### src/verilog/rpd_defines.svh
// register map, field positions and page codes for the remote-power discovery block
`ifndef RPD_DEFINES_SVH
`define RPD_DEFINES_SVH

`define RPD_REG_DISC      5'h1B
`define RPD_BIT_EN        6
`define RPD_BIT_PWR       4
`define RPD_BIT_STD       3
`define RPD_BIT_LFIT      2
`define RPD_EN_RESET      1'h0
`define RPD_LAST_PAGE     3'h4
`define RPD_MSG_PAGE      16'hA005
`define RPD_USER_PAGE     16'h8000
`define RPD_NULL_PAGE     16'h2001
`define RPD_NP_CMP_MASK   16'h27FF
`define RPD_LFSR_WIDTH    11
`define RPD_LFSR_TAPS     11'h500

`endif

### src/verilog/rpd_pkg.sv
// types shared by the remote-power discovery block
package rpd_pkg;

  typedef enum logic [2:0] {
    RPD_IDLE,
    RPD_WAIT_BASE,
    RPD_SEND_NP,
    RPD_SEND_NULL,
    RPD_FOUND,
    RPD_HALT
  } rpd_state_t;

  typedef struct packed {
    logic        nlp;
    logic        mlt3;
    logic        base_page;
    logic        base_np;
    logic        next_page;
    logic [15:0] np_word;
    logic        inhibit_timeout_flag;
    logic        parallel_det;
  } rpd_rx_t;

  typedef struct packed {
    logic        np_valid;
    logic [15:0] np_word;
  } rpd_tx_t;

endpackage : rpd_pkg

### src/verilog/rpd_lfsr.sv
// free-running random generator, loaded with a seed once after reset
`include "rpd_defines.svh"

module rpd_lfsr #(
  parameter int               WIDTH = `RPD_LFSR_WIDTH,
  parameter logic [WIDTH-1:0] TAPS  = `RPD_LFSR_TAPS
) (
  input  wire logic             CLOCK,
  input  wire logic             NRST,
  input  wire logic             LOAD,
  input  wire logic [WIDTH-1:0] SEED,
  output logic      [WIDTH-1:0] VALUE
);

  logic [WIDTH-1:0] state_ff;
  logic [WIDTH-1:0] nxt_state;
  wire              feedback = ^(state_ff & TAPS);

  // an all-zero seed would lock the register, so force a one in
  assign nxt_state = LOAD ? (SEED | {{(WIDTH-1){1'b0}}, 1'b1}) : {state_ff[WIDTH-2:0], feedback};
  assign VALUE     = state_ff;

  always_ff @(posedge CLOCK or negedge NRST) begin
    if (!NRST) begin
      state_ff <= {{(WIDTH-1){1'b0}}, 1'b1};
    end else begin
      state_ff <= nxt_state;
    end
  end

endmodule : rpd_lfsr

### src/verilog/rpd_discovery.sv
// per-port remote-power discovery riding on auto-negotiation next pages
`include "rpd_defines.svh"

module rpd_discovery #(
  parameter int ADDR_WIDTH = 5,
  parameter int RAND_WIDTH = `RPD_LFSR_WIDTH
) (
  input  wire logic                  CLOCK,
  input  wire logic                  NRST,
  input  wire logic [ADDR_WIDTH-1:0] PHY_ADDR,
  input  wire logic [4:0]            MGMT_REG,
  input  wire logic                  MGMT_WR,
  input  wire logic                  MGMT_RD,
  input  wire logic [15:0]           MGMT_WDATA,
  output logic      [15:0]           MGMT_RDATA,
  input  wire logic                  AN_ENABLE,
  input  wire logic                  AN_RESTART,
  input  wire logic                  LINK_UP,
  input  wire rpd_pkg::rpd_rx_t      RX,
  output rpd_pkg::rpd_tx_t           TX,
  output logic                       ADV_NP_ABILITY,
  output logic                       MANUAL_NP_ALLOW,
  output logic                       AN_RESTART_REQ,
  output logic                       RESOLVE_BASE
);

  ////////////////////////////////////////////////////////////////////////////
  // management register decode

  logic                   en_ff;
  logic                   pwr_ff;
  logic                   std_ff;
  logic                   lfit_ff;
  logic                   link_ff;
  logic                   seeded_ff;
  logic [2:0]             idx_ff;
  logic [RAND_WIDTH-1:0]  pool_ff [0:3];
  logic [RAND_WIDTH-1:0]  rand_val;
  rpd_pkg::rpd_state_t    st_ff;
  rpd_pkg::rpd_state_t    nxt_st;
  logic [2:0]             nxt_idx;
  logic [15:0]            page_word;
  logic [15:0]            nxt_rdata;
  logic [15:0]            rdata_ff;

  wire reg_hit   = MGMT_REG == `RPD_REG_DISC;
  wire wr_hit    = MGMT_WR & reg_hit;
  wire rd_hit    = MGMT_RD & reg_hit;
  wire disc_on   = en_ff & AN_ENABLE;
  wire clr_all   = AN_RESTART | ~AN_ENABLE;
  wire lfit_hit  = RX.inhibit_timeout_flag & ~LINK_UP & AN_ENABLE;
  wire in_disc   = (st_ff == rpd_pkg::RPD_WAIT_BASE) | (st_ff == rpd_pkg::RPD_SEND_NP)
                 | (st_ff == rpd_pkg::RPD_SEND_NULL);
  wire abort     = in_disc & (LINK_UP | RX.parallel_det);
  wire np_match  = (RX.np_word & `RPD_NP_CMP_MASK) == (page_word & `RPD_NP_CMP_MASK);
  wire np_rx     = (st_ff == rpd_pkg::RPD_SEND_NP) & RX.next_page;
  wire all_match = np_rx & np_match & (idx_ff == `RPD_LAST_PAGE);
  wire mismatch  = np_rx & ~np_match;
  wire no_np     = (st_ff == rpd_pkg::RPD_WAIT_BASE) & RX.base_page & ~RX.base_np;
  wire line_std  = (st_ff == rpd_pkg::RPD_WAIT_BASE) & (RX.nlp | RX.mlt3);
  wire null_done = (st_ff == rpd_pkg::RPD_SEND_NULL) & RX.next_page;
  wire kill      = ~disc_on | AN_RESTART | lfit_hit;

  wire set_std   = ~kill & ~abort & (line_std | no_np | mismatch);
  wire set_pwr   = ~kill & ~abort & all_match;
  wire set_lfit  = lfit_hit & en_ff;

  assign ADV_NP_ABILITY  = disc_on;
  assign MANUAL_NP_ALLOW = ~disc_on;
  assign MGMT_RDATA      = rdata_ff;

  // one register set per port instance
  assign nxt_rdata = rd_hit ? {9'h000, en_ff, 1'b0, pwr_ff, std_ff, lfit_ff, 2'h0} : 16'h0000;

  ////////////////////////////////////////////////////////////////////////////
  // page generation

  // random user fields seeded from port address
  rpd_lfsr #(
    .WIDTH (RAND_WIDTH)
  ) u_lfsr (
    .CLOCK (CLOCK),
    .NRST  (NRST),
    .LOAD  (~seeded_ff),
    .SEED  ({{(RAND_WIDTH-ADDR_WIDTH){1'b0}}, PHY_ADDR}),
    .VALUE (rand_val)
  );

  // message page then four user pages
  assign page_word = (idx_ff == 3'h0) ? `RPD_MSG_PAGE
                   : (`RPD_USER_PAGE | {{(16-RAND_WIDTH){1'b0}}, pool_ff[idx_ff[1:0] - 2'h1]});

  ////////////////////////////////////////////////////////////////////////////
  // discovery sequencer

  always_comb begin
    nxt_st  = st_ff;
    nxt_idx = idx_ff;
    if (kill) begin
      // restart follows the enables, the idle state re-enters discovery
      nxt_st = rpd_pkg::RPD_IDLE;
    end else if (abort) begin
      nxt_st = rpd_pkg::RPD_HALT;
    end else begin
      case (st_ff)
        rpd_pkg::RPD_IDLE: begin
          // no action while link is up
          if (!LINK_UP) begin
            nxt_st  = rpd_pkg::RPD_WAIT_BASE;
            nxt_idx = 3'h0;
          end
        end
        rpd_pkg::RPD_WAIT_BASE: begin
          if (line_std || no_np) begin
            nxt_st = rpd_pkg::RPD_HALT;
          end else if (RX.base_page) begin
            nxt_st = rpd_pkg::RPD_SEND_NP;
          end
        end
        rpd_pkg::RPD_SEND_NP: begin
          // first mismatch ends with a null page
          if (mismatch) begin
            nxt_st = rpd_pkg::RPD_SEND_NULL;
          end else if (all_match) begin
            nxt_st = rpd_pkg::RPD_FOUND;
          end else if (np_rx) begin
            nxt_idx = idx_ff + 3'h1;
          end
        end
        rpd_pkg::RPD_SEND_NULL: begin
          if (null_done) begin
            nxt_st = rpd_pkg::RPD_HALT;
          end
        end
        rpd_pkg::RPD_FOUND: nxt_st = rpd_pkg::RPD_FOUND;
        rpd_pkg::RPD_HALT: begin
          // a dropped link lets discovery run again
          if (link_ff && !LINK_UP) begin
            nxt_st = rpd_pkg::RPD_IDLE;
          end
        end
        default: nxt_st = rpd_pkg::RPD_IDLE;
      endcase
    end
  end

  ////////////////////////////////////////////////////////////////////////////
  // state and status flops

  always_ff @(posedge CLOCK or negedge NRST) begin
    if (!NRST) begin
      st_ff          <= rpd_pkg::RPD_IDLE;
      idx_ff         <= 3'h0;
      link_ff        <= 1'b0;
      seeded_ff      <= 1'b0;
      rdata_ff       <= 16'h0000;
      AN_RESTART_REQ <= 1'b0;
      RESOLVE_BASE   <= 1'b0;
    end else begin
      st_ff          <= nxt_st;
      idx_ff         <= nxt_idx;
      link_ff        <= LINK_UP;
      seeded_ff      <= 1'b1;
      rdata_ff       <= nxt_rdata;
      AN_RESTART_REQ <= lfit_hit;
      RESOLVE_BASE   <= ~kill & ~abort & null_done;
    end
  end

  // pool keeps sampling the free-running generator until a discovery starts
  always_ff @(posedge CLOCK or negedge NRST) begin
    if (!NRST) begin
      pool_ff <= '{default: '0};
    end else if (st_ff == rpd_pkg::RPD_IDLE) begin
      pool_ff <= '{pool_ff[1], pool_ff[2], pool_ff[3], rand_val};
    end
  end

  always_ff @(posedge CLOCK or negedge NRST) begin
    if (!NRST) begin
      TX <= '0;
    end else if (st_ff == rpd_pkg::RPD_SEND_NULL) begin
      TX <= '{np_valid: 1'b1, np_word: `RPD_NULL_PAGE};
    end else begin
      TX <= '{np_valid: (st_ff == rpd_pkg::RPD_SEND_NP) | (st_ff == rpd_pkg::RPD_FOUND), np_word: page_word};
    end
  end

  always_ff @(posedge CLOCK or negedge NRST) begin
    if (!NRST) begin
      en_ff   <= `RPD_EN_RESET;
      pwr_ff  <= 1'b0;
      std_ff  <= 1'b0;
      lfit_ff <= 1'b0;
    end else begin
      // enable held until software clears it
      if (wr_hit) begin
        en_ff <= MGMT_WDATA[`RPD_BIT_EN];
      end
      // power-found cleared by restart or negotiation off
      pwr_ff  <= set_pwr | (pwr_ff & ~clr_all);
      std_ff  <= set_std | (std_ff & ~(rd_hit | ~en_ff | LINK_UP | clr_all));
      lfit_ff <= set_lfit | (lfit_ff & ~(rd_hit | ~en_ff | LINK_UP | clr_all));
    end
  end
endmodule : rpd_discovery

### config.mk
export PLATFORM = sky130hd
export DESIGN_NAME = rpd_discovery
export DESIGN_NICKNAME = d
export VERILOG_FILES = /design/src/verilog/rpd_pkg.sv /design/src/verilog/rpd_lfsr.sv /design/src/verilog/rpd_discovery.sv
export VERILOG_INCLUDE_DIRS = /design/src /design/src/verilog
export SDC_FILE = /design/constraint.sdc
export NUM_CORES = 1
export LEC_CHECK = 0
export BUFFER_PORTS_ARGS = -buffer_cell sky130_fd_sc_hd__buf_2
export CAP_MARGIN = 20
export CELL_PAD_IN_SITES_DETAIL_PLACEMENT = 0
export CELL_PAD_IN_SITES_GLOBAL_PLACEMENT = 1
export CORE_ASPECT_RATIO = 0.7
export CORE_MARGIN = 2
export CORE_UTILIZATION = 46
export CTS_BUF_LIST = sky130_fd_sc_hd__clkbuf_4
export CTS_CLUSTER_DIAMETER = 200
export CTS_CLUSTER_SIZE = 24
export DETAILED_ROUTE_END_ITERATION = 7
export PLACE_DENSITY = 0.89
export REMOVE_ABC_BUFFERS = 1
export SETUP_SLACK_MARGIN = 0.15
export SYNTH_ARGS = -nofsm -noshare
export SYNTH_HDL_FRONTEND = slang
export SYNTH_SLANG_ARGS = --single-unit
### constraint.sdc
create_clock -name CLOCK -period 5.14 [get_ports CLOCK]
set_clock_uncertainty 0.15 [all_clocks]
set_input_delay 0.771 -clock CLOCK [delete_from_list [all_inputs] [get_ports CLOCK]]
set_output_delay 0.771 -clock CLOCK [all_outputs]
set_load 0.01 [all_outputs]
==> results by group <==
Outcome
  – Outcome: finished, final reports clean

Route
  – Detailed Routing Iterations Pass 1: 4
  – Drt drc: 0
  – Initial DRC count: 112
  – Vias/cell: 5.22
  – Post-DRT Antenna Nets: 0
  – Mean routed wirelength per cell: 15.4 µm
  – WL final: 7980 µm
  – Routed vias: 2708

Synthesis
  – Post-synthesis simple-gate area fraction: 12.1%
  – Distinct cell type count after synthesis: 52
  – Most frequent cell after synthesis: dfrtp_1
  – Synth Instances: 336
  – Post-Synth XOR/XNOR Area: 2.09%
  – Multiplexer share of the synthesized area: 20.0%
  – Post-synth top area share: 52.1%
  – Yosys reg bits: 87
  – Ys async rst share: 100%
  – Ranking of synthesized cells by area: dfrtp_1, mux2_2, buf_4
  – Compound-Gate Fraction of Synth Area: 7.42%
  – Area of the mapped netlist: 4130 µm²
  – EDFF count, synth: 0
  – Mean Syn Cell Area: 12.3 µm²
  – Sequential element share of the synthesized area: 52.7%
  – Most frequent cells after synthesis: dfrtp_1, mux2_2, nand2_1, buf_4, nor2_1
  – Post-Synth Adder-Cell Area: 0.606%
  – Main synth FF type: dfrtp_1
  – Area leader, netlist: dfrtp_1
  – Ys Warns: 0
  – Largest family of logic cells by synthesized area: multiplexers

STA
  – Final Hold Vio Count: 0
  – Max Freq: 0.279 GHz
  – Hold slack: 39.5 ps
  – Final period demand of the worst path: 3580 ps
  – Final Cycle Share: 69.7%
  – Final number of setup-violating endpoints: 0
  – RSZ-0062 raised after global routing: false
  – Slew @ Worst Pin: 750 ps
  – Max Slew Vio Count: 0
  – Post-route setup slack: 1560 ps
  – Rel. slew slack: 49.3%
  – TNS Setup: 0 ps

Power
  – Leak Pwr: 2.18 nW
  – PwrDens: 279 nW/µm²
  – Switch share: 26.7%
  – Maximum VDD drop: 271 µV
  – Register share of total power: 57.7%
  – P_sw: 0.000347 W
  – Clock power frac: 30.9%
  – Pint: 0.000951 W
  – Fraction of power consumed by combinational cells: 11.4%

Critical path
  – Slowest stage delay, CP: 610 ps
  – WS Path Type: reg2reg
  – Slowest CP cell: ha_1
  – Worst EP required: 5330 ps
  – Crit. End Element: register
  – CP max FO: 8
  – CP arrival: 3780 ps
  – Crit path cell chain: clkinv_1 -> ha_1 -> buf_4 -> mux2_2 -> o22ai_1 -> xor2_1 -> nand4_1 -> nand4bb_4 -> o22ai_1 -> mux2_2
  – Crit path launch type: register

Die
  – Placeable core area: 8580 µm²
  – IO Count: 93
  – FP Rows: 28
  – Die width: 117 µm
  – Initial core utilization: 48.1%
  – Die Y: 83.3 µm
  – Die ar.: 9770 µm²

Clock network
  – CTS Hold Bufs: 0
  – CTS tree: done
  – Clk buf depth: 2
  – H-tree levels: 3
  – Clk root buf: clkbuf_4
  – Number of CTS-inserted buffers: 9
  – Worst-path clk slew: 150 ps
  – Post-cts repair resize count: 0
  – Worst-skew pair later-pin latency: 450 ps
  – Post-CTS Repair Setup Buffers: 0
  – CTS sink count: 87

Global route
  – Initial antenna violation count: 0
  – Congestion Overflow GR: 0
  – First-pass GRT wire length: 12900 µm
  – Tot GR Track Use: 17.4%
  – Number of global-route vias before repair: 2621
  – Pin count of the biggest net entering global routing: 88

Cells and area
  – Inserted Diodes: 0
  – Final core utilization: 54.2%
  – Fin area: 4650 µm²
  – Multi-input logic area: 1810 µm²
  – Register area: 2180 µm²
  – Synth-to-layout area growth: 12.5%
  – NumNets Final: 452
  – Fraction of layout cells with a size suffix above 1: 35.6%
  – Filler instances: 746

Placement
  – GPL Wtd Cong: 0.808
  – Post-DP HPWL: 5740 µm
  – Pre-CTS setup slack: 1590 ps
  – DP Area: 4470 µm²
  – IO Port Bufs: 57

Job
  – Max_cap viols: 0

Min path
  – Hold Path Class: in2async
-- stage by stage --
step                cells  total power (W)
floorplan             321         0.000852
global placement      502         0.000902
detailed placement    502         0.000910
CTS                   518          0.00132
global route          519          0.00137
finish                519          0.00130
-- metal layers --
metal	vias up	GRT usage, %	part of all wire (%)
li1	1299	-	-
met1	1332	25.2	50
met2	66	25.2	44
met3	11	5.11	4.4
met4	0	5.24	1.2
met5	-	0	0
-- worst max-delay path: cells and delay by family, from the launching register on --
kind | cells | cell delay, ps
AOI/OAI and AO/OA | 2 | 380
xor gates and xnor gates | 1 | 160
adders and majority gates | 1 | 610
buffers and inverters | 2 | 500
DFF | 1 | 370
muxes | 2 | 720
and+or+nand+nor | 2 | 590
-- placed cells by master (no fill, tap or decap), types with 2 or more instances in the layout --
cell | Yosys | layout
dfrtp_1 | 86 | 86
buf_2 | 2 | 56
mux2_2 | 54 | 54
nand2_1 | 27 | 27
conb_1 | 2 | 16
nor2_1 | 13 | 13
and2_1 | 12 | 12
and3_1 | 10 | 10
mux2i_1 | 10 | 10
clkbuf_4 | 0 | 9
o21ai_0 | 8 | 8
o22ai_1 | 6 | 6
a211oi_1 | 5 | 5
nand3_1 | 5 | 5
xnor2_1 | 5 | 5
nor3_1 | 6 | 5
buf_4 | 15 | 5
inv_1 | 4 | 4
nor2b_1 | 4 | 4
a21oi_1 | 4 | 4
nand2b_1 | 3 | 3
mux4_2 | 3 | 3
nand3b_1 | 3 | 3
xor2_1 | 3 | 3
mux4_1 | 2 | 2
o31ai_1 | 2 | 2
nand4_1 | 2 | 2
a32o_1 | 2 | 2
o31a_1 | 2 | 2
a22o_1 | 2 | 2
ha_1 | 2 | 2
inv_6 | 0 | 2
-- worst paths after layout --
kind                                       from               to  slack (ps)  depth (start not counted)
worst max-delay path                  idx_ff[0]         st_ff[0]        1560                         10
worst min register to register  u_lfsr.VALUE[4]  u_lfsr.VALUE[5]         350                          1
min in group CLOCK              u_lfsr.VALUE[4]  u_lfsr.VALUE[5]         350                          1
worst min-delay path                       NRST           pwr_ff          40                          1
max in group asynchronous                  NRST  u_lfsr.VALUE[0]        4160                          2
worst max register to register        idx_ff[0]         st_ff[0]        1560                         10
-- power groups by stage --
stage                     registers (W)   logic, W  clock network (W)
final                          0.000749   0.000148           0.000401
after global routing           0.000755   0.000166           0.000446
after CTS                      0.000749   0.000148           0.000419
after detailed placement       0.000763   0.000147                  0
after global placement         0.000760   0.000142                  0
after floorplan                0.000753  0.0000988                  0
-- sequential cells by signal, summed over array words and instances, names as in the netlist --
register        cells
pool_ff            44
TX                 14
u_lfsr.VALUE       11
MGMT_RDATA          4
idx_ff              3
st_ff               3
AN_RESTART_REQ      1
RESOLVE_BASE        1
en_ff               1
lfit_ff             1
link_ff             1
pwr_ff              1
seeded_ff           1
std_ff              1
-- cell families (layout without fill, tap and decap cells) --
logic type | count (synthesis) | after routing
and+or+nand+nor | 91 | 91
DFF | 87 | 87
muxes | 69 | 69
AOI/OAI and AO/OA | 42 | 42
buffers and inverters | 34 | 83
xor gates and xnor gates | 9 | 9
adders and majority gates | 2 | 2
other | 2 | 16
-- area by class of cell --
type	instances	area share, %
well taps	120	3.23
flip-flops and latches	87	46.9
clock inverters	7	1.72
repair buffers	62	7.43
multi-input cells	229	38.9
clock buffers	9	1.45
inverters	5	0.404
No activity file was read; power rests on OpenSTA's default activity.
